<file path="src/pkg/cfp_pkg.sv">
// Constants and types for the counter front-panel mode controller.
// Assumes one 250 MHz clock; frequencies are carried in kHz.
package cfp_pkg;
    // Measurement modes, binary coded so all four codes are legal
    typedef enum logic [1:0] {
        CFP_AUTO = 2'b00,
        CFP_MANUAL = 2'b01,
        CFP_LF50 = 2'b10,
        CFP_LF1M = 2'b11
    } cfp_mode_e;
    // FM acquisition selections
    typedef enum logic [1:0] {
        CFP_FM_NORMAL = 2'b00,
        CFP_FM_LOW = 2'b01,
        CFP_FM_TRACK = 2'b10
    } cfp_fm_e;
    // Self-check sequencing
    typedef enum logic [1:0] {
        CFP_SC_IDLE = 2'b00,
        CFP_SC_RUN = 2'b01,
        CFP_SC_FAILED = 2'b10,
        CFP_SC_BYPASS = 2'b11
    } cfp_sc_e;
    // Message section contents
    typedef enum logic [2:0] {
        CFP_MSG_AUTO = 3'b000,
        CFP_MSG_MANUAL = 3'b001,
        CFP_MSG_LF_INPUT = 3'b010,
        CFP_MSG_LEVEL = 3'b011,
        CFP_MSG_ERROR = 3'b100,
        CFP_MSG_SELFCHECK = 3'b101,
        CFP_MSG_CF_SHOW = 3'b110
    } cfp_msg_e;
    // Key codes from the keypad scanner
    localparam logic [3:0] KEY_AUTO = 4'h0;
    localparam logic [3:0] KEY_MANUAL = 4'h1;
    localparam logic [3:0] KEY_LF50 = 4'h2;
    localparam logic [3:0] KEY_LF1M = 4'h3;
    localparam logic [3:0] KEY_FM = 4'h4;
    localparam logic [3:0] KEY_TRIGGER = 4'h5;
    localparam logic [3:0] KEY_LOCAL = 4'h6;
    localparam logic [3:0] KEY_LAST_VALUE = 4'h7;
    localparam logic [3:0] KEY_ENTER = 4'h8;
    localparam logic [3:0] KEY_SELFCHECK = 4'h9;
    // Register offsets on the plain register port
    localparam logic [3:0] REG_CTRL = 4'h0;
    localparam logic [3:0] REG_CF_ENTRY = 4'h1;
    localparam logic [3:0] REG_CF = 4'h2;
    localparam logic [3:0] REG_STATUS = 4'h3;
    localparam logic [3:0] REG_DISP_CHAR = 4'h4;
    localparam logic [3:0] REG_DISP_DIGIT = 4'h5;
    localparam logic [3:0] REG_LAST_MEAS = 4'h6;
    // Field positions
    localparam int CTRL_HOLD_BIT = 0;
    localparam int ST_MODE_LSB = 0;
    localparam int ST_FM_LSB = 2;
    localparam int ST_SC_LSB = 4;
    localparam int ST_ERR_BIT = 6;
    localparam int DISP_POS_LSB = 8;
    // Reset values
    localparam logic CTRL_HOLD_RST = 1'b0;
    localparam logic [23:0] CF_RST_KHZ = 24'h0f4240;
    // Frequency limits and units, kHz
    localparam logic [23:0] CF_MIN_KHZ = 24'h07a120;
    localparam logic [23:0] CF_MAX_KHZ_DEF = 24'h989680;
    localparam logic [23:0] KHZ_PER_MHZ = 24'h0003e8;
    // Display geometry
    localparam int DISP_CHARS = 24;
    localparam int PARAM_DIGITS = 12;
    localparam int MSG_CHARS = 8;
    localparam logic [4:0] MSG_FIRST_POS = 5'h10;
    // Character codes
    localparam logic [6:0] CODE_SPACE = 7'h20;
    localparam logic [6:0] CODE_LOWER_A = 7'h61;
    localparam logic [6:0] CODE_LOWER_Z = 7'h7a;
    localparam logic [6:0] CODE_ALIAS_OFS = 7'h40;
    localparam logic [6:0] CASE_OFS = 7'h20;
endpackage

</file>
<file path="src/hdl/cfp_mode_ctrl.sv">
// Front-panel mode and display controller of a pulse/CW microwave counter.
// Assumes a keypad scanner giving one-cycle key pulses, a measurement engine
// reporting results in kHz, and a display driver taking glyph writes.
`timescale 1ns/1ns
module cfp_mode_ctrl
    import cfp_pkg::*;
#(
    parameter logic [23:0] CF_MAX_KHZ = CF_MAX_KHZ_DEF
) (
    input wire logic clock,
    input wire logic rst_n,
    input wire logic key_valid,
    input wire logic [3:0] key_code,
    input wire logic key_held,
    input wire logic pulse_mode,
    input wire logic level_warn,
    input wire logic meas_valid,
    input wire logic [23:0] meas_raw_khz,
    input wire logic sc_fail,
    input wire logic sc_done,
    input wire logic [3:0] reg_addr,
    input wire logic [31:0] reg_wdata,
    input wire logic reg_wr,
    input wire logic reg_rd,
    output logic [31:0] reg_rdata,
    output logic [1:0] mode,
    output logic front_end_on,
    output logic input2_sel,
    output logic input2_50ohm,
    output logic [1:0] fm_gate,
    output logic normal_rate_indicator,
    output logic low_rate_indicator,
    output logic track_indicator,
    output logic auto_indicator,
    output logic meas_start,
    output logic meas_abort,
    output logic sc_active,
    output logic sc_continue,
    output logic cf_error,
    output logic [23:0] center_frequency,
    output logic [2:0] msg_sel,
    output logic disp_wr,
    output logic [4:0] disp_pos,
    output logic [5:0] disp_glyph
);

    // Map a remote code to a glyph index 0..63 (code 32 is glyph 0)
    function automatic logic [5:0] glyph_of(input logic [6:0] code);
        logic [6:0] c;
        c = code;
        if (code < CODE_SPACE) begin
            c = CODE_SPACE;
        end else if (code >= CODE_LOWER_A && code <= CODE_LOWER_Z) begin
            c = code - CASE_OFS;
        end else if (code > CODE_LOWER_Z) begin
            c = code - CODE_ALIAS_OFS;
        end
        glyph_of = 6'(c - CODE_SPACE);
    endfunction

    // Drop the sub-megahertz part of a kHz value
    function automatic logic [23:0] trunc_mhz(input logic [23:0] khz);
        trunc_mhz = khz - (khz % KHZ_PER_MHZ);
    endfunction

    cfp_mode_e mode_q;
    cfp_mode_e mode_saved_q;
    cfp_fm_e fm_q;
    cfp_sc_e sc_q;
    logic hold_q;
    logic [23:0] entry_q;
    logic [23:0] last_meas_q;
    logic cf_show_q;
    logic [31:0] rdata_q;
    logic [4:0] dpos_q;
    logic [5:0] dglyph_q;
    logic dwr_q;
    logic start_q;
    logic abort_q;
    logic sc_cont_q;
    logic err_q;
    logic [23:0] cf_q;
    logic [2:0] msg_q;
    logic [4:0] digit_pos;
    logic key_mode_hit;
    cfp_mode_e key_mode;
    logic in_sc;
    logic fm_ok;

    assign in_sc = (sc_q != CFP_SC_IDLE);
    assign fm_ok = (mode_q == CFP_AUTO) && !pulse_mode;
    // Digit n sits at n + n/3, leaving one blank after each group of three
    assign digit_pos = 5'(reg_wdata[DISP_POS_LSB +: 4]) + 5'(reg_wdata[DISP_POS_LSB +: 4] / 4'h3);

    // Decode the measurement mode keys
    always_comb begin
        key_mode_hit = key_valid;
        key_mode = CFP_AUTO;
        case (key_code)
            KEY_AUTO: key_mode = CFP_AUTO;
            KEY_MANUAL: key_mode = CFP_MANUAL;
            KEY_LF50: key_mode = CFP_LF50;
            KEY_LF1M: key_mode = CFP_LF1M;
            default: key_mode_hit = 1'b0;
        endcase
    end

    // Measurement mode; self-check parks the previous one for later return
    always_ff @(posedge clock or negedge rst_n) begin
        if (!rst_n) begin
            mode_q <= CFP_AUTO;
            mode_saved_q <= CFP_AUTO;
        end else if (key_mode_hit && !in_sc && key_mode != mode_q) begin
            mode_q <= key_mode;
        end else if (key_valid && key_code == KEY_SELFCHECK && !in_sc) begin
            mode_saved_q <= mode_q;
        end else if (key_valid && key_code == KEY_LOCAL && sc_q == CFP_SC_BYPASS) begin
            mode_q <= mode_saved_q;
        end
    end

    // Self-check sequencing with failure bypass
    always_ff @(posedge clock or negedge rst_n) begin
        if (!rst_n) begin
            sc_q <= CFP_SC_IDLE;
            sc_cont_q <= 1'b0;
            sc_active <= 1'b0;
        end else begin
            sc_cont_q <= 1'b0;
            sc_active <= (sc_q != CFP_SC_IDLE); // Registered, one cycle behind state
            case (sc_q)
                CFP_SC_IDLE: begin
                    if (key_valid && key_code == KEY_SELFCHECK) begin
                        sc_q <= CFP_SC_RUN;
                    end
                end
                CFP_SC_RUN: begin
                    if (sc_fail) begin
                        sc_q <= CFP_SC_FAILED;
                    end else if (sc_done) begin
                        sc_q <= CFP_SC_IDLE;
                    end
                end
                CFP_SC_FAILED: begin
                    if (key_valid && key_code == KEY_LOCAL) begin
                        sc_q <= CFP_SC_BYPASS;
                        sc_cont_q <= 1'b1;
                    end
                end
                CFP_SC_BYPASS: begin
                    // Local key wins so state and restored mode agree
                    if (key_valid && key_code == KEY_LOCAL) begin
                        sc_q <= CFP_SC_IDLE;
                    end else if (sc_fail) begin
                        sc_q <= CFP_SC_FAILED;
                    end
                end
                default: sc_q <= CFP_SC_IDLE;
            endcase
        end
    end

    // FM acquisition selection, advanced only where it has meaning
    always_ff @(posedge clock or negedge rst_n) begin
        if (!rst_n) begin
            fm_q <= CFP_FM_NORMAL;
        end else if (key_valid && key_code == KEY_FM && fm_ok) begin
            case (fm_q)
                CFP_FM_NORMAL: fm_q <= CFP_FM_LOW;
                CFP_FM_LOW: fm_q <= CFP_FM_TRACK;
                CFP_FM_TRACK: fm_q <= CFP_FM_NORMAL;
                default: fm_q <= CFP_FM_NORMAL;
            endcase
        end
    end

    // Front-end routing, gate selection and indicators
    always_ff @(posedge clock or negedge rst_n) begin
        if (!rst_n) begin
            front_end_on <= 1'b1;
            input2_sel <= 1'b0;
            input2_50ohm <= 1'b0;
            fm_gate <= CFP_FM_NORMAL;
            normal_rate_indicator <= 1'b0;
            low_rate_indicator <= 1'b0;
            track_indicator <= 1'b0;
            auto_indicator <= 1'b0;
        end else begin
            front_end_on <= (mode_q == CFP_AUTO) || (mode_q == CFP_MANUAL);
            input2_sel <= (mode_q == CFP_LF50) || (mode_q == CFP_LF1M);
            input2_50ohm <= (mode_q == CFP_LF50);
            // Gate engine sees long gate for low rate, short for track
            fm_gate <= fm_ok ? fm_q : CFP_FM_NORMAL;
            normal_rate_indicator <= fm_ok && fm_q == CFP_FM_NORMAL;
            low_rate_indicator <= fm_ok && fm_q == CFP_FM_LOW;
            track_indicator <= fm_ok && fm_q == CFP_FM_TRACK;
            auto_indicator <= (mode_q == CFP_AUTO);
        end
    end

    // Trigger key: one shot in hold, abort and restart otherwise
    always_ff @(posedge clock or negedge rst_n) begin
        if (!rst_n) begin
            start_q <= 1'b0;
            abort_q <= 1'b0;
        end else begin
            start_q <= key_valid && key_code == KEY_TRIGGER;
            abort_q <= key_valid && key_code == KEY_TRIGGER && !hold_q;
        end
    end

    // Last raw result, taken before any offset or scale math
    always_ff @(posedge clock or negedge rst_n) begin
        if (!rst_n) begin
            last_meas_q <= 24'h000000;
        end else if (meas_valid) begin
            last_meas_q <= meas_raw_khz;
        end
    end

    // Center-frequency entry, commit and range check
    always_ff @(posedge clock or negedge rst_n) begin
        if (!rst_n) begin
            cf_q <= CF_RST_KHZ;
            entry_q <= CF_RST_KHZ;
            err_q <= 1'b0;
        end else if (key_mode_hit && key_mode == CFP_MANUAL && mode_q != CFP_MANUAL
                     && !in_sc) begin
            cf_q <= last_meas_q;
            entry_q <= last_meas_q;
        end else if (key_valid && key_code == KEY_LAST_VALUE) begin
            entry_q <= last_meas_q;
        end else if (key_valid && key_code == KEY_ENTER) begin
            // Range check on the truncated value so 10000.9 MHz is accepted
            if (trunc_mhz(entry_q) < CF_MIN_KHZ || trunc_mhz(entry_q) > CF_MAX_KHZ) begin
                err_q <= 1'b1;
            end else begin
                cf_q <= trunc_mhz(entry_q);
            end
        end else if (key_valid && key_code == KEY_LOCAL && !in_sc) begin
            err_q <= 1'b0;
        end else if (reg_wr && reg_addr == REG_CF_ENTRY) begin
            entry_q <= reg_wdata[23:0];
        end
    end

    // Center frequency stays on display while the manual key that switched into manual mode is held
    always_ff @(posedge clock or negedge rst_n) begin
        if (!rst_n) begin
            cf_show_q <= 1'b0;
        end else if (key_mode_hit && key_mode == CFP_MANUAL && mode_q != CFP_MANUAL) begin
            cf_show_q <= 1'b1;
        end else if (!key_held) begin
            cf_show_q <= 1'b0;
        end
    end

    // Message section selection, error and self-check take priority
    always_ff @(posedge clock or negedge rst_n) begin
        if (!rst_n) begin
            msg_q <= CFP_MSG_AUTO;
        end else if (in_sc) begin
            msg_q <= CFP_MSG_SELFCHECK;
        end else if (err_q) begin
            msg_q <= CFP_MSG_ERROR;
        end else if (cf_show_q) begin
            msg_q <= CFP_MSG_CF_SHOW;
        end else if (mode_q == CFP_LF50 || mode_q == CFP_LF1M) begin
            msg_q <= CFP_MSG_LF_INPUT;
        end else if (level_warn) begin
            msg_q <= CFP_MSG_LEVEL;
        end else begin
            msg_q <= (mode_q == CFP_AUTO) ? CFP_MSG_AUTO : CFP_MSG_MANUAL;
        end
    end

    // Hold control from software
    always_ff @(posedge clock or negedge rst_n) begin
        if (!rst_n) begin
            hold_q <= CTRL_HOLD_RST;
        end else if (reg_wr && reg_addr == REG_CTRL) begin
            hold_q <= reg_wdata[CTRL_HOLD_BIT];
        end
    end

    // Remote display writes; out-of-range positions are dropped
    always_ff @(posedge clock or negedge rst_n) begin
        if (!rst_n) begin
            dwr_q <= 1'b0;
            dpos_q <= 5'h00;
            dglyph_q <= 6'h00;
        end else begin
            dwr_q <= 1'b0;
            if (reg_wr && reg_addr == REG_DISP_CHAR
                && reg_wdata[DISP_POS_LSB +: 5] < 5'(DISP_CHARS)) begin
                dwr_q <= 1'b1;
                dpos_q <= reg_wdata[DISP_POS_LSB +: 5];
                dglyph_q <= glyph_of(reg_wdata[6:0]);
            end else if (reg_wr && reg_addr == REG_DISP_DIGIT
                         && reg_wdata[DISP_POS_LSB +: 4] < 4'(PARAM_DIGITS)) begin
                dwr_q <= 1'b1;
                dpos_q <= digit_pos;
                dglyph_q <= glyph_of(reg_wdata[6:0]);
            end
        end
    end

    // Read port, data one cycle after the strobe, zero otherwise
    always_ff @(posedge clock or negedge rst_n) begin
        if (!rst_n) begin
            rdata_q <= 32'h00000000;
        end else begin
            rdata_q <= 32'h00000000;
            if (reg_rd) begin
                case (reg_addr)
                    REG_CTRL: rdata_q <= {31'h00000000, hold_q};
                    REG_CF_ENTRY: rdata_q <= {8'h00, entry_q};
                    REG_CF: rdata_q <= {8'h00, cf_q};
                    REG_STATUS: rdata_q <= {25'h0000000, err_q, sc_q, fm_q, mode_q};
                    REG_LAST_MEAS: rdata_q <= {8'h00, last_meas_q};
                    default: rdata_q <= 32'h00000000;
                endcase
            end
        end
    end

    assign reg_rdata = rdata_q;
    assign mode = mode_q;
    assign meas_start = start_q;
    assign meas_abort = abort_q;
    assign sc_continue = sc_cont_q;
    assign cf_error = err_q;
    assign center_frequency = cf_q;
    assign msg_sel = msg_q;
    assign disp_wr = dwr_q;
    assign disp_pos = dpos_q;
    assign disp_glyph = dglyph_q;
endmodule

</file>
<file path="config.mk">
export PLATFORM = sky130hd
export DESIGN_NAME = cfp_mode_ctrl
export DESIGN_NICKNAME = d
export VERILOG_FILES = /design/src/pkg/cfp_pkg.sv /design/src/hdl/cfp_mode_ctrl.sv
export SDC_FILE = /design/constraint.sdc
export NUM_CORES = 1
export LEC_CHECK = 0
export BUFFER_PORTS_ARGS = -buffer_cell sky130_fd_sc_hd__buf_2
export CORE_ASPECT_RATIO = 0.7
export CORE_MARGIN = 2
export CORE_UTILIZATION = 38
export CTS_BUF_LIST = sky130_fd_sc_hd__clkbuf_4 sky130_fd_sc_hd__clkbuf_8 sky130_fd_sc_hd__clkbuf_16
export CTS_CLUSTER_SIZE = 24
export DETAILED_ROUTE_END_ITERATION = 12
export SLEW_MARGIN = 15
export SYNTH_ARGS = -nofsm -noshare
export SYNTH_HDL_FRONTEND = slang
export SYNTH_SLANG_ARGS = --single-unit
</file>
<file path="constraint.sdc">
create_clock -name clock -period 20.5 [get_ports clock]
set_input_delay 1.025 -clock clock [delete_from_list [all_inputs] [get_ports clock]]
set_output_delay 1.025 -clock clock [all_outputs]
set_load 0.02 [all_outputs]
</file>
==> results.txt <==
run status - completed
wire length of the first global-routing pass - 55500 um
Setup CP Type - register to register
clock tree from TritonCTS - yes
RSZ-0062 raised after global routing - no
share of post-route cells with drive strength above 1 - 0.224
Cell Rows - 53
fin crit period - 18.48 ns
synthesized-area fraction occupied by ao, oa, aoi and oai cells - 0.319
leading register cell type out of synthesis - sky130_fd_sc_hd__dfrtp_1
root buf cell - sky130_fd_sc_hd__clkbuf_16
placed wire-length estimate - 26000 um
largest net degree at the start of global routing - 88
area enclosed by the die boundary - 31700 um^2
Synth async-reset ratio - 1.00
area grow syn2layout - 14.4%
weighted congestion reported at the end of routability-driven placement - 0.911
simple-gate portion of the synthesized area - 0.200
Worst R2R Setup Slack - 2.02 ns
routed wire length - 35000 um
count of cell types in the netlist - 120
required arrival time at the worst endpoint - 20.85 ns
die height - 150 um
synthesized area per cell - 8.58 um^2
Overflow after GRT - 0
average detailed-routed wire length per instance - 18.6 um
CORE AREA - 29900 um^2
post-route clock skew - 0.0109 ns
number of DRC markers after the initial detailed-route iteration - 969
Post-Syn Area - 11500 um^2
mux cell area share after synthesis - 0.0695
CP max-delay cell - sky130_fd_sc_hd__dfstp_2
initial core utilization - 0.385
port buffer count - 145
hold violation count in the final report - 0
aggregate global-route resource usage - 0.220
vias per cell - 5.90
worst slew slack as a fraction of its limit - 0.401
Post-Synthesis Cells - 1341
share of the clock period used by the worst path after layout - 0.901
CTS clock-pin slew for the worst setup and hold paths - 0.06 ns
horizontal die dimension - 212 um
total negative slack - 0 ns
count of TritonRoute iterations in the first routing pass - 7
critical path launch point type - register
number of buffers added to fix hold violations after cts - 0
xor-xnor portion of the synthesized cell area - 0.0402
synthesized flop and latch total - 135
Critical Path End Type - register
worst-path fanout max - 24
cell type with the largest total area after synthesis - sky130_fd_sc_hd__dfrtp_1
RR Startpoint - entry_q[17]
largest stage delay on the critical path - 0.82 ns
capture instance of the worst register-to-register path - center_frequency[18]
number of enable flip-flop cells after synthesis - 0
cell with the most instances after synthesis - sky130_fd_sc_hd__nand2_1
CTS buffer count - 17
maximum count of clock buffers along a single path - 2
H-tree depth - 4
count of antenna diodes in the layout - 0
antenna viol nets, final - 0
most used standard cells in the synthesized netlist - sky130_fd_sc_hd__nand2_1 (137), sky130_fd_sc_hd__dfrtp_1 (120), sky130_fd_sc_hd__nor2_1 (109)
total number of nets in the final design - 1555
total count of max-transition violations in the final report - 0
number of placed I/O pins - 162
source-to-sink clock delay at the later pin of the worst-skew pair - 0.42 ns
number of global-route vias before repair - 10100
Register-to-Register Path Depth - 69
number of setup violations in the final report - 0
total of max-cap violations - 0
Crit path top cell by count - sky130_fd_sc_hd__a21oi_1
combinational family with the most area after synthesis - compound AO/OA/AOI/OAI gates
detailed-route via count - 11100
critical path startpoint - entry_q[17]
largest cells by area after synthesis - sky130_fd_sc_hd__dfrtp_1 (26%), sky130_fd_sc_hd__nand2_1 (4.5%), sky130_fd_sc_hd__o21ai_0 (3.7%)
initial antenna violation count - 1
Max Clock Freq - 54.1 MHz
signal arrival time at the worst endpoint - 18.83 ns
worst setup path endpoint - center_frequency[18]
Yosys warning count - 0
clock sink total - 135
Worst Tran Pin Value - 0.898 ns
area fraction of the dominant cell type after synthesis - 0.261
# DRC - 0
register area share after synthesis - 0.295
Hold Path Class - register to register
Post-Synth Adder-Cell Area - 0.0324
-- metrics by stage --
step	setup slack [ns]	utilization	hold WS [ns]	area [um^2]	cells
final	2.02	0.440	0.474	13200	1879
after floorplan	6.07	-	0.420	11600	1360
after global placement	2.13	0.420	0.457	12500	1847
after global routing	0.194	0.440	0.491	13200	1879
after CTS	1.82	0.440	0.479	13200	1879
after detailed placement	1.97	0.420	0.465	12500	1847
-- routing by layer --
layer  global-route usage  share of wire
met5                    0              0
met4               0.0419          0.011
met3               0.0384          0.074
met2                0.322           0.42
met1                0.336           0.49
-- critical path: cells and delay by family (launching register included) --
family | cells | cell delay (ns)
AOI/OAI and AO/OA | 36 | 9.53
and+or+nand+nor | 22 | 5.32
buffers and inverters | 6 | 1.22
DFF | 1 | 0.82
adders and majority gates | 2 | 0.73
muxes | 2 | 0.54
xor gates and xnor gates | 1 | 0.19
-- kinds of logic after synthesis --
| group | after synthesis |
|---|---|
| muxes | 74 |
| buffers and inverters | 112 |
| adders and majority gates | 30 |
| DFF | 135 |
| other | 2 |
| and+or+nand+nor | 461 |
| xor gates and xnor gates | 52 |
| AOI/OAI and AO/OA | 475 |
-- registers in the layout, summed over array words and instances (netlist names), 2 cells and up --
register          cells
reg_rdata            24
disp_glyph            6
msg_sel               3
fm_q                  2
fm_gate               2
mode_saved_q          2
mode                  2
disp_pos              5
center_frequency     24
sc_q                  2
last_meas_q          24
entry_q              24
-- worst min-delay path by stage --
stage / slack (ns) / cells past startpoint / from / endpoint
after floorplan: 0.42 / 1 / hold_q / meas_abort
after global placement: 0.46 / 2 / disp_glyph[5] / disp_glyph[5]
after detailed placement: 0.46 / 2 / disp_glyph[5] / disp_glyph[5]
after CTS: 0.48 / 2 / center_frequency[19] / center_frequency[19]
after global routing: 0.49 / 2 / center_frequency[16] / center_frequency[16]
final: 0.47 / 1 / hold_q / meas_abort
-- placed cells by master, fill, tap and decap left out, types with 17 or more instances in the layout --
cell type                   count
sky130_fd_sc_hd__o21ai_0       85
sky130_fd_sc_hd__mux2i_1       39
sky130_fd_sc_hd__a222oi_1      24
sky130_fd_sc_hd__nand2_1      137
sky130_fd_sc_hd__nor2b_1       21
sky130_fd_sc_hd__xnor2_1       30
sky130_fd_sc_hd__nand2b_1      19
sky130_fd_sc_hd__and2_1        21
sky130_fd_sc_hd__xor2_1        21
sky130_fd_sc_hd__a31oi_1       24
sky130_fd_sc_hd__nor2_1       105
sky130_fd_sc_hd__mux2_2        33
sky130_fd_sc_hd__ha_1          25
sky130_fd_sc_hd__nor3_1        25
sky130_fd_sc_hd__dfrtp_1      119
sky130_fd_sc_hd__buf_2        144
sky130_fd_sc_hd__clkbuf_16     17
sky130_fd_sc_hd__a21oi_1       75
sky130_fd_sc_hd__inv_1         30
sky130_fd_sc_hd__nand3_1       40
sky130_fd_sc_hd__conb_1        21
-- area by class of cell --
class / instances / area, um^2
clock buffer: 18 / 439
clock inverter: 14 / 175
fill: 2977 / 16700
inverter: 33 / 124
multi-input combinational: 1113 / 7720
sequential: 135 / 3400
tap: 412 / 515
timing repair buffer: 154 / 800
-- timing repair --
| action | 4_1_cts | 5_1_grt |
|---|---|---|
| gates resized for setup | 0 | 2 |
| endpoints found under the setup margin | 0 | 20 |
| buffers inserted | 0 | 0 |
Power is left out: the tool's default activity adds up to more than one toggle a clock period on the data nets, which glitch-free logic cannot reach.
